--- src/hdl/io_seq_pkg.sv ---
// Purpose: Shared constants for the channel transfer sequencer.
// Assumes: 18-bit data words, 16-bit memory addresses, 16 channels.
// Notes: Interrupt bases are kept as octal figures converted to hex.
package io_seq_pkg;
   localparam int WORD_W = 18;
   localparam int ADDR_W = 16;
   localparam int CM_AW = 8;
   localparam int NUM_CH = 16;
   localparam int CH_W = 4;
   localparam int GROUP_SIZE = 4;
   localparam int NUM_GROUP = NUM_CH / GROUP_SIZE;
   localparam int GRP_W = 2;
   localparam int BUF_DEPTH = 2;
   // Control words: two per direction, four per channel
   localparam logic [CM_AW-1:0] CM_BASE = 8'h00;
   localparam int CM_CH_SHIFT = 2;
   localparam logic [CM_AW-1:0] CM_OUT_OFS = 8'h02;
   localparam logic [CM_AW-1:0] CM_NEXT = 8'h01;
   // Interrupt store and entrance locations (101 and 100 octal)
   localparam logic [ADDR_W-1:0] INT_CODE_BASE = 16'h0041;
   localparam logic [ADDR_W-1:0] INT_ENTRY_BASE = 16'h0040;
   // Extra 200 octal for channels 10 octal and up
   localparam logic [ADDR_W-1:0] HIGH_CH_OFS = 16'h0080;
   localparam logic [CH_W-1:0] HIGH_CH_FIRST = 4'h8;
   localparam logic [ADDR_W-1:0] ADDR_ONE = 16'h0001;
   localparam logic [ADDR_W-1:0] ADDR_TWO = 16'h0002;
   localparam logic [1:0] HALF_LOW = 2'h1;
   localparam logic [1:0] HALF_BOTH = 2'h3;
   localparam logic [1:0] HALF_UP = 2'h2;
endpackage

--- src/hdl/word_buffer.sv ---
// Purpose: Small valid/ready buffer between the sequencer and the channel pins.
// Assumes: Source and sink on the same clock.
// Notes: Full and empty are exact; a stalled sink backs up into the source.
`timescale 1ns/100ps
module word_buffer #(
   parameter int WIDTH = 23,
   parameter int DEPTH = 2
) (
   input wire logic clk_sys, // System clock
   input wire logic rst_n, // Synchronous reset, active low
   input wire logic s_valid, // Word offered
   output logic s_ready, // Room for a word
   input wire logic [WIDTH-1:0] s_data, // Offered word
   output logic m_valid, // Word available
   input wire logic m_ready, // Sink takes the word
   output logic [WIDTH-1:0] m_data, // Oldest word
   output logic empty // Nothing held
);
   localparam int PW = (DEPTH > 1) ? $clog2(DEPTH) : 1;
   localparam logic [PW:0] FULL_COUNT = (PW+1)'(DEPTH);
   localparam logic [PW-1:0] LAST_SLOT = PW'(DEPTH - 1);
   logic [WIDTH-1:0] slot [DEPTH];
   logic [PW-1:0] wr_ptr;
   logic [PW-1:0] rd_ptr;
   logic [PW:0] count;
   logic push;
   logic pop;

   // Handshake terms
   assign s_ready = (count != FULL_COUNT);
   assign m_valid = (count != '0);
   assign empty = (count == '0);
   assign push = s_valid && s_ready;
   assign pop = m_valid && m_ready;
   assign m_data = slot[rd_ptr];

   // Storage, no reset needed on data
   always_ff @(posedge clk_sys) begin
      if (push) begin
         slot[wr_ptr] <= s_data;
      end
   end

   // Pointers wrap at the configured depth
   always_ff @(posedge clk_sys) begin
      if (!rst_n) begin
         wr_ptr <= '0;
         rd_ptr <= '0;
      end else begin
         if (push) begin
            wr_ptr <= (wr_ptr == LAST_SLOT) ? '0 : wr_ptr + 1'b1;
         end
         if (pop) begin
            rd_ptr <= (rd_ptr == LAST_SLOT) ? '0 : rd_ptr + 1'b1;
         end
      end
   end

   // Occupancy
   always_ff @(posedge clk_sys) begin
      if (!rst_n) begin
         count <= '0;
      end else if (push && !pop) begin
         count <= count + 1'b1;
      end else if (pop && !push) begin
         count <= count - 1'b1;
      end
   end
endmodule

--- src/hdl/io_buffer_transfer_sequencer.sv ---
// Purpose: Channel transfer sequencer: buffered words, overrides, interrupt entry.
// Assumes: Control and main memory answer reads one cycle after the strobe.
// Notes: One memory cycle per step; output words leave through a two-entry buffer.
// Operation
// - Override forces output word without a request.
// - Intercomputer override waits for resume; program stalls.
// - Request scan overlaps instructions and transfers.
// - Step one reads current-address word.
// - Step two reads terminal word, compares.
// - Step three writes back, alongside first transfer.
// - Step four moves word; dual mode pairs.
// - Step five only for output transfers.
// - Buffer ends after step three.
// - Single interrupt stores code at 101+2k.
// - Then fetch from entrance 100+2k.
// - Dual interrupt stores odd upper, even lower.
// - Dual interrupt fetches odd-channel entrance.
// - k is odd channel; add 200 high.
// - Receiver acknowledge sets group resume flip-flop.
`timescale 1ns/100ps
module io_buffer_transfer_sequencer #(
   parameter int NCH = io_seq_pkg::NUM_CH,
   parameter int W = io_seq_pkg::WORD_W
) (
   input wire logic clk_sys, // System clock, 125 MHz
   input wire logic rst_n, // Synchronous reset, active low
   input wire logic [NCH-1:0] in_req, // Input request pins
   input wire logic [NCH-1:0] out_req, // Output request pins, resume on intercomputer
   input wire logic [NCH*W-1:0] in_data, // Input data pins, channel c at c*W
   input wire logic [NCH-1:0] intercomputer, // Intercomputer selection switches
   input wire logic [NCH/2-1:0] dual_mode, // Pair switch: dual-channel
   input wire logic [NCH/2-1:0] external_index_mode, // Pair switch: index mode
   input wire logic [NCH-1:0] ch_in_active, // Program: input buffer active
   input wire logic [NCH-1:0] ch_out_active, // Program: output buffer active
   input wire logic override_req, // Program override pulse
   input wire logic [io_seq_pkg::CH_W-1:0] override_ch, // Override channel
   input wire logic set_resume, // Program set-resume pulse
   input wire logic [io_seq_pkg::GRP_W-1:0] set_resume_group, // Group to set
   output logic prog_stall, // Program held while override pending
   output logic [NCH/io_seq_pkg::GROUP_SIZE-1:0] resume, // Resume flip-flops
   output logic [io_seq_pkg::CM_AW-1:0] cm_addr, // Control memory address
   output logic cm_rd, // Control memory read strobe
   output logic cm_wr, // Control memory write strobe
   output logic [io_seq_pkg::ADDR_W-1:0] cm_wdata, // Control word written
   input wire logic [io_seq_pkg::ADDR_W-1:0] cm_rdata, // Control word read
   output logic [io_seq_pkg::ADDR_W-1:0] mm_addr, // Main memory address
   output logic mm_rd, // Main memory read strobe
   output logic mm_wr, // Main memory write strobe
   output logic [1:0] mm_half, // Write halves: 1 low, 2 upper
   output logic [2*W-1:0] mm_wdata, // Write data, upper and lower
   input wire logic [W-1:0] mm_rdata, // Read data
   output logic [NCH-1:0] in_ack, // Input acknowledge pulses
   output logic [NCH-1:0] out_ack, // Output acknowledge pulses
   output logic [W-1:0] out_data, // Output word
   output logic [io_seq_pkg::CH_W-1:0] out_ch, // Channel of output word
   output logic out_both, // Drive word on both channels of pair
   output logic out_valid, // Output word present
   input wire logic out_ready, // Channel pins take the word
   output logic buf_term, // Buffer termination pulse
   output logic [io_seq_pkg::CH_W-1:0] buf_term_ch, // Terminating channel
   input wire logic int_req, // External interrupt pending
   input wire logic [io_seq_pkg::CH_W-1:0] int_ch, // Interrupting channel
   input wire logic int_dual, // Dual or index-mode interrupt
   input wire logic [W-1:0] int_code_odd, // Odd-channel code
   input wire logic [W-1:0] int_code_even, // Even-channel code
   output logic int_ack, // Interrupt entered, pulse
   output logic [io_seq_pkg::ADDR_W-1:0] fetch_addr, // Next instruction address
   output logic fetch_valid // Fetch request pulse
);
   localparam int CW = io_seq_pkg::CH_W;
   localparam int AW = io_seq_pkg::ADDR_W;
   localparam int PL_W = W + CW + 1;
   localparam int NGRP = NCH / io_seq_pkg::GROUP_SIZE;

   typedef enum logic [3:0] {
      ST_IDLE, ST_RD_CUR, ST_RD_TERM, ST_WB_XFER1, ST_XFER2, ST_CAPTURE,
      ST_INT_CODE1, ST_INT_CODE2, ST_INT_FETCH
   } seq_state_t;

   seq_state_t state;
   logic [NCH-1:0] in_req_m, in_req_s, out_req_m, out_req_s, out_req_d;
   logic [NCH-1:0] ic_m, ic_s;
   logic [NCH/2-1:0] dual_m, dual_s, xidx_m, xidx_s;
   logic [NCH*W-1:0] data_m, data_s;
   logic [NCH-1:0] in_served, out_served;
   logic [NCH-1:0] in_pend, out_pend;
   logic scan_valid, scan_dir;
   logic [CW-1:0] scan_ch;
   logic ovr_pend;
   logic [CW-1:0] ovr_ch;
   logic [CW-1:0] cur_ch;
   logic cur_dir, cur_dual, cur_xidx, cur_forced;
   logic [AW-1:0] cur_addr;
   logic last_word, term_hit;
   localparam int CM_AW_T = io_seq_pkg::CM_AW;
   localparam int GRP_T = io_seq_pkg::GRP_W;
   logic [CM_AW_T-1:0] cm_index;
   logic buf_s_valid, buf_s_ready, buf_empty;
   logic [PL_W-1:0] buf_s_data, buf_m_data;
   logic start_ok, ovr_go;
   logic [CW-1:0] pair_even, pair_odd, int_k;
   logic [AW-1:0] int_hi_ofs;

   // Two flip-flops on every request pin, data pin and switch before any logic reads them; out_ready and int_req go straight in
   always_ff @(posedge clk_sys) begin
      if (!rst_n) begin
         {in_req_m, in_req_s, out_req_m, out_req_s, out_req_d, ic_m, ic_s} <= '0;
         {dual_m, dual_s, xidx_m, xidx_s, data_m, data_s} <= '0;
      end else begin
         {in_req_m, out_req_m, ic_m, dual_m, xidx_m, data_m} <= {in_req, out_req,
            intercomputer, dual_mode, external_index_mode, in_data};
         {in_req_s, out_req_s, out_req_d, ic_s} <= {in_req_m, out_req_m, out_req_s, ic_m};
         {dual_s, xidx_s, data_s} <= {dual_m, xidx_m, data_m};
      end
   end

   // Served from the start of its transfer until the pin drops, so a scan
   // taken before the acknowledge cannot start the same request twice
   generate
      for (genvar c = 0; c < NCH; c++) begin : g_served
         always_ff @(posedge clk_sys) begin
            if (!rst_n) begin
               {in_served[c], out_served[c]} <= 2'h0;
            end else begin
               if (state == ST_RD_CUR && !cur_dir && cur_ch == CW'(c)) begin
                  in_served[c] <= 1'b1;
               end else if (!in_req_s[c]) begin
                  in_served[c] <= 1'b0;
               end
               if (state == ST_RD_CUR && cur_dir && cur_ch == CW'(c)) begin
                  out_served[c] <= 1'b1;
               end else if (!out_req_s[c]) begin
                  out_served[c] <= 1'b0;
               end
            end
         end
         // Intercomputer outputs are left out of the scan; they go only by override
         assign in_pend[c] = in_req_s[c] && ch_in_active[c] && !in_served[c];
         assign out_pend[c] = ch_out_active[c] && !ic_s[c] && out_req_s[c]
            && !out_served[c];
      end
   endgenerate
   // Scan runs every cycle, whether the sequencer is busy or not
   always_ff @(posedge clk_sys) begin
      if (!rst_n) begin
         {scan_valid, scan_dir, scan_ch} <= '0;
      end else begin
         {scan_valid, scan_dir, scan_ch} <= '0;
         for (int c = NCH - 1; c >= 0; c--) begin
            if (in_pend[c] || out_pend[c]) begin
               scan_valid <= 1'b1;
               scan_dir <= !in_pend[c];
               scan_ch <= CW'(c);
            end
         end
      end
   end
   // Override waits for idle and an empty buffer; intercomputer channels also need resume
   assign ovr_go = ovr_pend && (!ic_s[ovr_ch] || resume[ovr_ch[CW-1:2]]);
   assign prog_stall = ovr_pend;
   assign start_ok = buf_empty && buf_s_ready;

   always_ff @(posedge clk_sys) begin
      if (!rst_n) begin
         ovr_pend <= 1'b0;
         ovr_ch <= '0;
      end else if (override_req && !ovr_pend) begin
         ovr_pend <= 1'b1;
         ovr_ch <= override_ch;
      end else if (state == ST_IDLE && !int_req && ovr_go && start_ok) begin
         ovr_pend <= 1'b0;
      end
   end
   // Resume per group: set by receiver acknowledge or program, cleared when
   // an intercomputer word is launched; set wins over clear
   generate
      for (genvar g = 0; g < NGRP; g++) begin : g_resume
         logic ack_edge;
         logic launch;
         always_comb begin
            ack_edge = 1'b0;
            for (int j = 0; j < io_seq_pkg::GROUP_SIZE; j++) begin
               if (ic_s[g*4+j] && out_req_s[g*4+j] && !out_req_d[g*4+j]) begin
                  ack_edge = 1'b1;
               end
            end
         end
         assign launch = state == ST_IDLE && !int_req && ovr_go && start_ok
            && ovr_ch[CW-1:2] == GRP_T'(g) && ic_s[ovr_ch];
         always_ff @(posedge clk_sys) begin
            if (!rst_n) begin
               resume[g] <= 1'b1;
            end else if (ack_edge || (set_resume && set_resume_group == GRP_T'(g))) begin
               resume[g] <= 1'b1;
            end else if (launch) begin
               resume[g] <= 1'b0;
            end
         end
      end
   endgenerate
   // Control word location: address generator, or index from the odd channel
   assign pair_even = {cur_ch[CW-1:1], 1'b0};
   assign pair_odd = {cur_ch[CW-1:1], 1'b1};
   always_comb begin
      if (cur_xidx) begin
         cm_index = data_s[pair_odd*W +: CM_AW_T];
      end else begin
         cm_index = io_seq_pkg::CM_BASE + CM_AW_T'({cur_ch, 2'b00})
            + (cur_dir ? io_seq_pkg::CM_OUT_OFS : '0);
      end
   end
   // Terminal compare; dual takes two words
   assign last_word = (cur_addr == cm_rdata);
   assign term_hit = last_word || (cur_dual && (cur_addr + io_seq_pkg::ADDR_ONE == cm_rdata));
   // Interrupt addresses use the odd channel number
   assign int_k = {int_ch[CW-1:1], 1'b1};
   assign int_hi_ofs = (int_k >= io_seq_pkg::HIGH_CH_FIRST) ? io_seq_pkg::HIGH_CH_OFS : '0;
   // Step sequencer
   always_ff @(posedge clk_sys) begin
      if (!rst_n) begin
         state <= ST_IDLE;
         {cur_ch, cur_dir, cur_dual, cur_xidx, cur_forced, cur_addr} <= '0;
      end else begin
         case (state)
            ST_IDLE: begin
               if (int_req) begin
                  state <= int_ack ? ST_IDLE : ST_INT_CODE1; // Request lags its ack
               end else if (ovr_go && start_ok) begin
                  state <= ST_RD_CUR;
                  cur_ch <= ovr_ch;
                  cur_dir <= 1'b1;
                  cur_dual <= dual_s[ovr_ch[CW-1:1]];
                  cur_xidx <= 1'b0;
                  cur_forced <= 1'b1;
               end else if (scan_valid && (!scan_dir || start_ok)) begin
                  state <= ST_RD_CUR;
                  cur_ch <= scan_ch;
                  cur_dir <= scan_dir;
                  cur_dual <= dual_s[scan_ch[CW-1:1]] && !xidx_s[scan_ch[CW-1:1]];
                  cur_xidx <= xidx_s[scan_ch[CW-1:1]] && scan_ch[0];
                  cur_forced <= 1'b0;
               end
            end
            ST_RD_CUR: state <= ST_RD_TERM;
            ST_RD_TERM: begin
               cur_addr <= cm_rdata;
               state <= ST_WB_XFER1;
            end
            ST_WB_XFER1: begin
               if (cur_dual && !last_word) begin
                  state <= ST_XFER2;
               end else if (cur_dir) begin
                  state <= ST_CAPTURE;
               end else begin
                  state <= ST_IDLE;
               end
            end
            ST_XFER2: state <= cur_dir ? ST_CAPTURE : ST_IDLE;
            ST_CAPTURE: state <= ST_IDLE;
            ST_INT_CODE1: state <= int_dual ? ST_INT_CODE2 : ST_INT_FETCH;
            ST_INT_CODE2: state <= ST_INT_FETCH;
            ST_INT_FETCH: state <= ST_IDLE;
            default: state <= ST_IDLE;
         endcase
      end
   end

   // Control memory: read current, read terminal, write back
   always_comb begin
      cm_rd = 1'b0;
      cm_wr = 1'b0;
      cm_addr = cm_index;
      cm_wdata = '0;
      case (state)
         ST_RD_CUR: cm_rd = 1'b1;
         ST_RD_TERM: begin
            cm_rd = 1'b1;
            cm_addr = cm_index + io_seq_pkg::CM_NEXT;
         end
         ST_WB_XFER1: begin
            cm_wr = 1'b1;
            cm_wdata = cur_addr + ((cur_dual && !last_word) ? io_seq_pkg::ADDR_TWO
               : io_seq_pkg::ADDR_ONE);
         end
         default: ;
      endcase
   end

   // Main memory: data words and interrupt code stores
   always_comb begin
      mm_addr = cur_addr;
      mm_rd = 1'b0;
      mm_wr = 1'b0;
      mm_half = io_seq_pkg::HALF_LOW;
      mm_wdata = '0;
      case (state)
         ST_WB_XFER1: begin
            mm_rd = cur_dir;
            mm_wr = !cur_dir;
            mm_wdata = {{W{1'b0}}, data_s[(cur_xidx ? pair_even :
               (cur_dual ? pair_even : cur_ch))*W +: W]};
         end
         ST_XFER2: begin
            mm_addr = cur_addr + io_seq_pkg::ADDR_ONE;
            mm_rd = cur_dir;
            mm_wr = !cur_dir;
            mm_wdata = {{W{1'b0}}, data_s[pair_odd*W +: W]};
         end
         ST_INT_CODE1: begin
            mm_addr = io_seq_pkg::INT_CODE_BASE + AW'({int_k, 1'b0}) + int_hi_ofs;
            mm_wr = 1'b1;
            mm_half = int_dual ? io_seq_pkg::HALF_UP : io_seq_pkg::HALF_LOW;
            mm_wdata = int_dual ? {int_code_odd, {W{1'b0}}} : {{W{1'b0}}, int_code_odd};
         end
         ST_INT_CODE2: begin
            mm_addr = io_seq_pkg::INT_CODE_BASE + AW'({int_k, 1'b0}) + int_hi_ofs;
            mm_wr = 1'b1;
            mm_wdata = {{W{1'b0}}, int_code_even};
         end
         default: ;
      endcase
   end

   // Output words read last step go into the buffer; room was checked at start
   assign buf_s_valid = cur_dir && (state == ST_XFER2 || state == ST_CAPTURE);
   assign buf_s_data = {mm_rdata, cur_ch, cur_xidx};

   word_buffer #(
      .WIDTH(PL_W),
      .DEPTH(io_seq_pkg::BUF_DEPTH)
   ) u_out_buf (
      .clk_sys(clk_sys),
      .rst_n(rst_n),
      .s_valid(buf_s_valid),
      .s_ready(buf_s_ready),
      .s_data(buf_s_data),
      .m_valid(out_valid),
      .m_ready(out_ready),
      .m_data(buf_m_data),
      .empty(buf_empty)
   );
   assign out_data = buf_m_data[PL_W-1 -: W];
   assign out_ch = buf_m_data[CW:1];
   assign out_both = buf_m_data[0];

   // Acknowledges, termination and interrupt entry
   always_ff @(posedge clk_sys) begin
      if (!rst_n) begin
         {in_ack, out_ack, buf_term, buf_term_ch, int_ack, fetch_valid, fetch_addr} <= '0;
      end else begin
         {in_ack, out_ack, buf_term, int_ack, fetch_valid} <= '0;
         if (out_valid && out_ready) begin
            out_ack[buf_m_data[CW:1]] <= 1'b1;
         end
         if (!cur_dir && ((state == ST_WB_XFER1 && !(cur_dual && !last_word))
               || state == ST_XFER2)) begin
            in_ack[cur_ch] <= 1'b1;
         end
         if (state == ST_WB_XFER1 && term_hit && !cur_forced) begin
            buf_term <= 1'b1;
            buf_term_ch <= cur_ch;
         end
         if (state == ST_INT_FETCH) begin
            int_ack <= 1'b1;
            fetch_valid <= 1'b1;
            fetch_addr <= io_seq_pkg::INT_ENTRY_BASE + AW'({int_k, 1'b0}) + int_hi_ofs;
         end
      end
   end
endmodule

--- config.mk ---
export PLATFORM = sky130hd
export DESIGN_NAME = io_buffer_transfer_sequencer
export DESIGN_NICKNAME = d
export VERILOG_FILES = /design/src/hdl/io_seq_pkg.sv /design/src/hdl/word_buffer.sv /design/src/hdl/io_buffer_transfer_sequencer.sv
export SDC_FILE = /design/constraint.sdc
export NUM_CORES = 1
export LEC_CHECK = 0
export BUFFER_PORTS_ARGS = -buffer_cell sky130_fd_sc_hd__buf_2
export CAP_MARGIN = 5
export CELL_PAD_IN_SITES_DETAIL_PLACEMENT = 0
export CELL_PAD_IN_SITES_GLOBAL_PLACEMENT = 1
export CORE_AREA = 2 2 249 300
export CTS_CLUSTER_DIAMETER = 200
export DETAILED_ROUTE_END_ITERATION = 10
export DIE_AREA = 0 0 251 302
export HOLD_SLACK_MARGIN = 0.03
export PLACE_DENSITY_LB_ADDON = 0.1
export RECOVER_POWER = 100
export SKIP_LAST_GASP = 1
export SYNTH_ARGS = -nofsm -noshare
export SYNTH_HDL_FRONTEND = slang
export SYNTH_SLANG_ARGS = --single-unit
--- constraint.sdc ---
create_clock -name clk_sys -period 6.1 [get_ports clk_sys]
set_input_delay 1.83 -clock clk_sys [delete_from_list [all_inputs] [get_ports clk_sys]]
set_output_delay 1.83 -clock clk_sys [all_outputs]
set_load 0.01 [all_outputs]
## After elaboration in Yosys (flattened, before gate mapping)

Memory sizes are Yosys's and may differ from the RTL's. A register that Yosys moved wholly into a read port is not among the register bits.
Index checks and enable logic that the tools add are counted.

| operators by class | value |
|---|---|
| $add $sub $neg | 12 |
| bitwise logic cells | 2 |
| eq/ne operators | 65 |
| muxes and demuxes | 188 |
| $lt $le $gt $ge | 9 |
| multipliers | 2 |
| reductions and logical operators | 320 |
| shift-type cells | 3 |

Operators with widths:

| kind | count |
|---|---|
| indexed part select 288 x 10 -> 18 bit | 2 |
| indexed part select 288 x 10 -> 8 bit | 1 |
| logical AND 1 bit | 181 |
| one-hot mux 36 bit (4 select lines) | 1 |
| 2-to-1 mux 1 bit | 143 |
| logical NOT 1 bit | 91 |
| != test 2 x 1 -> 1 bit, second input constant | 32 |
| 2-to-1 mux 4 bit | 14 |
| equality test 4 bit, second input constant | 9 |
| 2-to-1 mux 36 bit | 1 |
| equality test 16 bit | 2 |
| equality test 4 x 3 -> 1 bit, second input constant | 8 |
| one-hot mux 16 bit (2 select lines) | 1 |
| one-hot mux 4 bit (7 select lines) | 1 |
| logical OR 1 bit | 25 |
| 2-to-1 mux 8 bit | 3 |
| 2-to-1 mux 3 bit | 7 |
| adder 8 x 8 -> 9 bit | 2 |
| adder 16 x 1 -> 16 bit, second input constant | 1 |
| adder 16 x 2 -> 16 bit | 1 |
| adder 7 x 5 -> 8 bit, first input constant | 2 |
| equality test 4 x 2 -> 1 bit, second input constant | 4 |
| multiplier 4 x 4 -> 8 bit, second input constant | 2 |
| 2-to-1 mux 16 bit | 1 |
| other kinds (31) | 66 |

| storage, ports and cells | value |
|---|---|
| word-level logic and storage cells | 675 |
| memory bits (writable) | 46 |
| memories kept | 1 |
| input port bits | 471 |
| output and inout port bits | 166 |
| register bits after elaboration | 853 |

Memory list:

| name | depth | width | rd ports | clocked after memory_dff | write ports | line | source |
|---|---|---|---|---|---|---|---|
| u_out_buf.slot | 2 | 23 | 1 | 1 | 1 | word_buffer.sv:22 | `logic [WIDTH-1:0] slot [DEPTH];` |

## Depth between registers and ports, before layout

Gate-level depths: netlist of the first run.

| logic depth | value |
|---|---|
| word-level depth | 21 |
| gate-level depth with buffers | 13 |
| depth with buffers taken out | 12 |

## By module

Synthesis of the first run repeated with hierarchy kept, for this count alone.

| second synthesis, totals | value |
|---|---|
| cells, all modules | 2726 |
| area total of the unflattened synthesis | 30865.9 µm² |

By module, submodules not included:

| module | seq. area each (µm²) | area each (µm²) | cells each | times used |
|---|---|---|---|---|
| io_buffer_transfer_sequencer | 16756.1 | 28969.0 | 2630 | 1 |
| word_buffer | 1481.4 | 1896.8 | 96 | 1 |

## Worst setup path after synthesis of the first run

OpenSTA, ideal clock, no wires.

| timing | value |
|---|---|
| path type | in2out |
| start | input cm_rdata[9] (netlist name) |
| end | output cm_wdata[12] (netlist name) |
| setup slack | 0.320 ns |
| stages on the path | 10 |
| data required time | 4.270 ns |
| arrival | 3.950 ns |
| path buffers | 0 |
| cells stage by stage | xnor2_1 -> nand4b_1 -> nor3_1 -> a21oi_1 -> inv_1 -> ha_1 -> fa_1 -> nand3_1 -> or3_1 -> a21oi_1 |

| on the way | value |
|---|---|
| cells in the longest elaborated chain, start to end | 6 |

Ends and longest elaborated chain:

| what | line | source |
|---|---|---|
| start, declared | io_buffer_transfer_sequencer.sv:45 | `input wire logic [io_seq_pkg::ADDR_W-1:0] cm_rdata,` |
| equality test 16 bit | io_buffer_transfer_sequencer.sv:213 | `assign last_word = (cur_addr == cm_rdata);` |
| logical NOT 1 bit | io_buffer_transfer_sequencer.sv:282 | `cm_wdata = cur_addr + ((cur_dual && !last_word) ? io_seq_pkg::ADDR_TWO` |
| logical AND 1 bit | io_buffer_transfer_sequencer.sv:282 |  |
| 2-to-1 mux 2 bit | io_buffer_transfer_sequencer.sv:282 |  |
| adder 16 x 2 -> 16 bit | io_buffer_transfer_sequencer.sv:282 |  |
| 2-to-1 mux 16 bit | io_buffer_transfer_sequencer.sv:274 | `case (state)` |
| end, declared | io_buffer_transfer_sequencer.sv:44 | `output logic [io_seq_pkg::ADDR_W-1:0] cm_wdata,` |

No other way between the ends.

## Worst setup path in the final report of the first run

| timing | value |
|---|---|
| start | input cm_rdata[1] (netlist name) |
| end | output cm_wdata[15] (netlist name) |

Same word-level chain as after synthesis.

==> results_dict.tcl, run 1 <==
set metrics [dict create \
    fillCellCount 6702 \
    cts_buffers 85 \
    pwr-share-comb_pct 13.3 \
    grt_max_degree 294 \
    p_per_area_nw_per_um2 362 \
    ios 637 \
    chipWidth_microns 251 \
    wl_per_cell_microns 21.4 \
    antenna_found_initial 30 \
    timing.final.crit_period_ns 5.97 \
    timing.hold.ws_ns 0.424 \
    fmaxAchievable_mhz 168 \
    finalWeightedCongestion 0.872 \
    p_int_w 0.0100 \
    status "complete, but fails checks" \
    ys_warn_count 0 \
    hold_viol 0 \
    register_area_sq_um 18200 \
    io_buffers 625 \
    synth-edff-count 46 \
    ff2ff_setup_slack_ns 2.33 \
    clkTransAtPathRegs_ns 0.06 \
    synth_top_area_cell "dfxtp_1" \
    grt_pass1_vias 22179 \
    syn_area_per_cell_sq_um 11.4 \
    grt_setup_unrepaired "false" \
    dp_hpwl_microns 70100 \
    hold_end "data_s[129]" \
    mostFrequentLayoutCells "840 x dfxtp_1, 478 x buf_2, 398 x and2_1" \
    multiInputGateArea_sq_um 12000 \
    async_reset_ff_share_pct 0 \
    finClkSkew_ns 0.0248 \
    area_delta_synth_final_pct 21.3 \
    wirelength_microns 92500 \
    cts_buffer_depth 3 \
    required_ns 4.27 \
    clk_latency_ns 0.64 \
    cts_tree "done" \
    cap_violations 7 \
    first_pass_iters 5 \
    mostFrequentLayoutCell "dfxtp_1" \
    synth-seq-cells 888 \
    synth_cells 2728 \
    p_switching_w 0.00358 \
    setup_violations 0 \
    cts_max_level 3 \
    drt_iter0_drc 1046 \
    rr_endpoint "buf_term_ch[3]" \
    finalMaxSlewViolations 724 \
    synth_ff_type "dfxtp_1" \
    endpoint_kind "primary output" \
    critical_path_class "input port to primary output" \
    rows 109 \
    synth.cell_area_sq_um 31100 \
    critical_path.reg2reg.startpoint "state[1]" \
    leakage_nw 15.1 \
    cp_max_fo 4 \
    p_clk_share_pct 39.7 \
    coreArea_sq_um 73100 \
    switching_share_pct 26.3 \
    placed_area_sq_um 35000 \
    finalCritPeriodShare_pct 97.8 \
    drc 0 \
    worstHoldStart "data_m[129]" \
    synthDistinctLibCells 79 \
    cts_setup_buffers 0 \
    power_frac_seq_pct 47.0 \
    synth.area.top_cells "dfxtp_1 54%, and2_1 15%, mux4_2 7.0%" \
    final_area_sq_um 37700 \
    peakVddDrop_v 0.000180 \
    grt_usage_pct 23.7 \
    min_path_type "register to register" \
    worst-r2r-cell-count 6 \
    via_per_inst 4.95 \
    drive_gt1_share_pct 23.8 \
    dieHeight_microns 302 \
    vias 21430 \
    dieArea_sq_um 75800 \
    grt_overflow_total 0 \
    startpoint_type "input port" \
    synth_top_cell_area_share_pct 54.3 \
    final_antenna_net_count 0 \
    cp.arrival_ns 4.14 \
    start_util_pct 42.5 \
    fin_nets 3791 \
    violations "max-capacitance violations, max-slew violations" \
    worst_pin_slew_ns 3.46 \
    slew-limit-headroom_pct -131 \
    cts_sinks 888 \
    clockRootBuffer "clkbuf_16" \
    hold_depth 1 \
    yosysSeqAreaShare_pct 58.7 \
    grt_pass1_wl_microns 133000 \
]
==> kinds of logic after synthesis <==
kind of cell               count (synthesis)  share of synthesized area [%]
buffers and inverters                    206                           2.86
and+or+nand+nor                         1179                           22.0
muxes                                    176                           9.66
adders and majority gates                  6                          0.266
DFF                                      888                           58.7
AOI/OAI and AO/OA                        227                           5.18
xor gates and xnor gates                  45                           1.32
other                                      1                         0.0121
==> synthesized netlist by cell type (3+ instances only) <==
master,instances
or2_2,4
buf_2,34
o2bb2ai_1,13
and3b_1,3
mux4_2,96
o21ai_0,43
nand2_1,147
nor4bb_1,7
inv_1,24
nand2b_1,14
nor4b_1,3
nor3b_1,7
mux2i_1,51
o22ai_1,24
a21oi_1,46
nor3_1,22
nand4bb_1,7
o211ai_1,12
ha_1,5
edfxtp_1,46
buf_1,5
a22oi_1,3
nand4_1,10
a211oi_1,7
dfxtp_1,842
nand3b_1,14
clkbuf_1,126
a32oi_1,5
and3_1,26
and2_1,729
nor2_1,98
mux2_2,29
nand3_1,50
nor4_1,5
or3_1,10
xor2_1,23
buf_4,15
o31ai_1,16
a31oi_1,6
nor2b_1,12
a221o_1,18
and4_1,5
xnor2_1,21
o2111ai_1,3
==> timing repair <==
item                                   4_1_cts  5_1_grt
pin swaps                                    1        2
endpoints found under the hold margin        0        0
hold buffers                                 0        0
setup endpoints to repair                   11        8
gates resized for setup                      3        7
gates cloned                                 0        0
==> registers in the layout (all words and copies together) (netlist names), 8 cells and up, named ones only <==
register        flops
data_m            288
data_s            288
u_out_buf.slot     46
cur_addr           16
ic_m               16
ic_s               16
in_ack             16
in_req_m           16
in_req_s           16
in_served          16
out_ack            16
out_req_d          16
out_req_m          16
out_req_s          16
out_served         16
dual_m              8
dual_s              8
xidx_m              8
xidx_s              8
==> routing by layer <==
layer / up-vias / share of wire (%) / track usage (%)
met3: 185 / 6.0 / 5.08
met1: 10239 / 38 / 25.9
li1: 10315 / - / -
met2: 669 / 52 / 44.4
met5: - / 0.15 / 0
met4: 22 / 4.0 / 9.93
==> metrics by stage <==
| step | total power, W | setup WS, ns | cells | TNS (ns) | utilization [%] |
|---|---|---|---|---|---|
| 2_1_floorplan | 0.00757 | 0.320 | 2737 | 0 | - |
| 3_3_place_gp | 0.00840 | -0.200 | 4170 | -0.912 | 47.9 |
| 3_5_place_dp | 0.00842 | -0.249 | 4170 | -1.09 | 47.9 |
| 4_1_cts | 0.0138 | -0.00706 | 4322 | -0.00706 | 51.9 |
| 5_1_grt | 0.0142 | 0.00706 | 4325 | 0 | 51.5 |
| 6_report | 0.0136 | 0.132 | 4331 | 0 | 51.5 |
==> layout make-up <==
| class | instances | area share (%) |
|---|---|---|
| Antenna cell | 9 | 0.0598 |
| Clock buffer | 111 | 6.28 |
| Clock inverter | 41 | 1.38 |
| Inverter | 24 | 0.239 |
| Multi-Input combinational cell | 1643 | 31.8 |
| Sequential cell | 888 | 48.4 |
| Tap cell | 943 | 3.13 |
| Timing Repair Buffer | 672 | 8.70 |
==> critical path, stage by stage <==
cell,delay (ns)
buf_2,0.11
xor2_1,0.15
nor4_2,0.38
and4_4,0.30
a21oi_4,0.07
ha_1,0.29
a21o_1,0.15
nand2_1,0.13
nor3_2,0.17
nand3_1,0.11
xor2_1,0.16
nor2_1,0.11
clkbuf_2,0.17
==> worst max-delay path by stage <==
stage,startpoint,to
floorplan,cm_rdata[9],cm_wdata[12]
global placement,cm_rdata[14],cm_wdata[12]
detailed placement,cm_rdata[14],cm_wdata[12]
CTS,cm_rdata[8],cm_wdata[12]
global route,cm_rdata[1],cm_wdata[14]
finish,cm_rdata[1],cm_wdata[15]
==> power groups by stage <==
stage | combinational (W) | clock [W] | sequential [W]
after floorplan | 0.00123 | 0 | 0.00634
after global placement | 0.00187 | 0 | 0.00653
after detailed placement | 0.00188 | 0 | 0.00654
after CTS | 0.00189 | 0.00553 | 0.00641
after global routing | 0.00197 | 0.00576 | 0.00644
final | 0.00182 | 0.00541 | 0.00640
(Power assumes the default switching activity.)
==> run 2: changes to the inputs <==
Settings changed: ABC_AREA set to 1, CORE_AREA 2 2 249 300 to 2 2 261 315, DIE_AREA 0 0 251 302 to 0 0 263 317, PLACE_DENSITY set to 0.84, PLACE_DENSITY_LB_ADDON 0.1 to unset.
==> results_dict.tcl, run 2 <==
set metrics [dict create \
    antenna_found_initial 14 \
    fin_util_pct 49.0 \
    grt_pass1_vias 25037 \
    yosysMostFrequentCell "nand2_1" \
    coreArea_sq_um 80200 \
    cp.arrival_ns 4.39 \
    power_w 0.0146 \
    worst_pin_slew_ns 3.84 \
    via_per_inst 4.58 \
    io_buffers 625 \
    finalMaxSlewViolations 713 \
    clk_latency_ns 0.65 \
    p_per_area_nw_per_um2 371 \
    ios 637 \
    yosys-top-cells-count "1132 x nand2_1, 883 x inv_1, 842 x dfxtp_1" \
    critical_path_class "input port to primary output" \
    grt_max_degree 206 \
    area_delta_synth_final_pct 23.3 \
    finalWeightedCongestion 0.876 \
    yosysSeqAreaShare_pct 57.3 \
    cts_max_level 3 \
    final_antenna_net_count 0 \
    synth.area.mux_share_pct 0.892 \
    vias 26155 \
    fillCellCount 7941 \
    synthDistinctLibCells 59 \
    clockRootBuffer "clkbuf_16" \
    fin_nets 5077 \
    ys_warn_count 0 \
    slew-limit-headroom_pct -156 \
    fmaxAchievable_mhz 161 \
    cts_buffers 86 \
    leakage_nw 21.8 \
    chipWidth_microns 263 \
    dieHeight_microns 317 \
    mostFrequentLayoutCells "1127 x nand2_1, 879 x inv_1, 842 x dfxtp_1" \
    clkTransAtPathRegs_ns 0.06 \
    grt_pass1_wl_microns 148000 \
    peakVddDrop_v 0.000237 \
    violations "max-capacitance violations, max-slew violations, negative setup slack" \
    ff2ff_setup_slack_ns 2.77 \
    mostFrequentLayoutCell "nand2_1" \
    first_pass_iters 5 \
    cts_tree "done" \
    min_path_type "register to register" \
    endpoint_kind "primary output" \
    required_ns 4.27 \
    synth-compound-area-share_pct 8.08 \
    grt_setup_unrepaired "true" \
    status "complete, but fails checks" \
    dieArea_sq_um 83400 \
    timing.hold.ws_ns 0.386 \
    grt_usage_pct 23.6 \
    drt_iter0_drc 1735 \
    setup_violations 8 \
    dp_slack_ns -0.384 \
    drive_gt1_share_pct 18.3 \
    cap_violations 6 \
    start_util_pct 39.7 \
    finClkSkew_ns 0.0285 \
    grt_overflow_total 0 \
    wl_per_cell_microns 17.7 \
    timing.final.crit_period_ns 6.22 \
    cp_max_fo 3 \
    wirelength_microns 101000 \
    synth.area.top_cells "dfxtp_1 53%, nand2_1 13%, inv_1 10%" \
    synth-simple-area-share_pct 19.3 \
    drc 0 \
    dp_hpwl_microns 77000 \
    synth-edff-count 46 \
    synth_top_area_cell "dfxtp_1" \
    synth_top_cell_area_share_pct 52.9 \
    cts_buffer_depth 3 \
    synthAdderAreaFrac_pct 0.259 \
    fin_ws_ns -0.121 \
    rows 114 \
    syn_area_per_cell_sq_um 7.97 \
    synth.cell_area_sq_um 31800 \
    finalCritPeriodShare_pct 102 \
    synth-seq-cells 888 \
    synthXorXnorAreaFrac_pct 1.18 \
    startpoint_type "input port" \
    synth_top_family_by_area "simple AND/OR/NAND/NOR gates" \
    cts_sinks 888 \
    hold_viol 0 \
    async_reset_ff_share_pct 0 \
    synth_ff_type "dfxtp_1" \
    synth_cells 3995 \
]
-- run 2: cell count changes after synthesis, sizes merged, moves of 44 or more --
cell   change
a21oi     +80
mux2i     -44
o21ai     +91
and2     -729
nor2     +145
inv      +867
mux4      -96
nand2    +988
-- run 2: timing repair --
item / CTS / global route
pin swaps: 12 / 23
buffers inserted: 8 / 8
resized for setup: 30 / 37
setup endpoints to repair: 8 / 12
hold buffers: 0 / 0
-- run 2: layout make-up --
class                           instances  area (sq um)  area share [%]
Antenna cell                            6          15.0          0.0382
Clock buffer                          125          2590            6.60
Clock inverter                         29           422            1.07
Inverter                              893          3360            8.55
Multi-Input combinational cell       2037          9730            24.8
Sequential cell                       888         18200            46.5
Tap cell                             1044          1310            3.33
Timing Repair Buffer                  694          3600            9.17
-- run 2: final timing paths --
kind / startpoint / end / depth (start not counted)
worst min-delay path: data_m[41] / data_s[41] / 2
worst min register to register: data_m[41] / data_s[41] / 2
worst max-delay path: cm_rdata[3] / cm_wdata[14] / 23
worst max register to register: ovr_ch[0] / cur_xidx / 14
-- run 2: cell families after synthesis --
kind of cell,count (synthesis)
other cells,1
buf+inv,1079
flops,888
simple gates,1541
mux,26
fa+ha+maj,6
compound gates,412
xor+xnor,42
-- run 2: metal layers --
metal  part of all wire, %  wire, microns  GRT usage, %  up-vias
li1                      -              -             -    13171
met1                    40          40400          27.2    11933
met2                    50          50700          43.4      852
met3                   6.3           6410          4.58      181
met4                   3.6           3600          8.83       18
met5                  0.11            114             0        -
-- run 2: metrics by stage --
step / instance area (sq um) / std cells / setup TNS, ns
after floorplan: 31900 / 4004 / 0
after global placement: 36100 / 5546 / -1.62
after detailed placement: 36100 / 5546 / -1.23
after CTS: 39200 / 5708 / -1.42
after global routing: 39200 / 5711 / -2.42
final: 39300 / 5716 / -0.473
-- run 2: worst max-delay path, stage by stage --
cell     delay (ns)
buf_2          0.12
xor2_2         0.15
nor2_2         0.15
nand2_1        0.08
nor4_2         0.21
buf_4          0.17
nor2_4         0.04
buf_4          0.14
buf_6          0.11
fa_2           0.34
nand2_2        0.08
nor2_2         0.04
inv_2          0.09
nor2_1         0.05
inv_1          0.08
nor2_2         0.04
inv_1          0.07
nor2_1         0.04
buf_4          0.15
nand2_4        0.07
o21ai_2        0.06
a21oi_2        0.12
buf_2          0.15
-- run 2: report_power, final --
part           leakage [nW]  switching (W)  total (W)  internal [W]
logic                  12.9        0.00178    0.00263      0.000851
clock network          1.49        0.00226    0.00556       0.00330
registers              7.36       0.000210    0.00636       0.00615
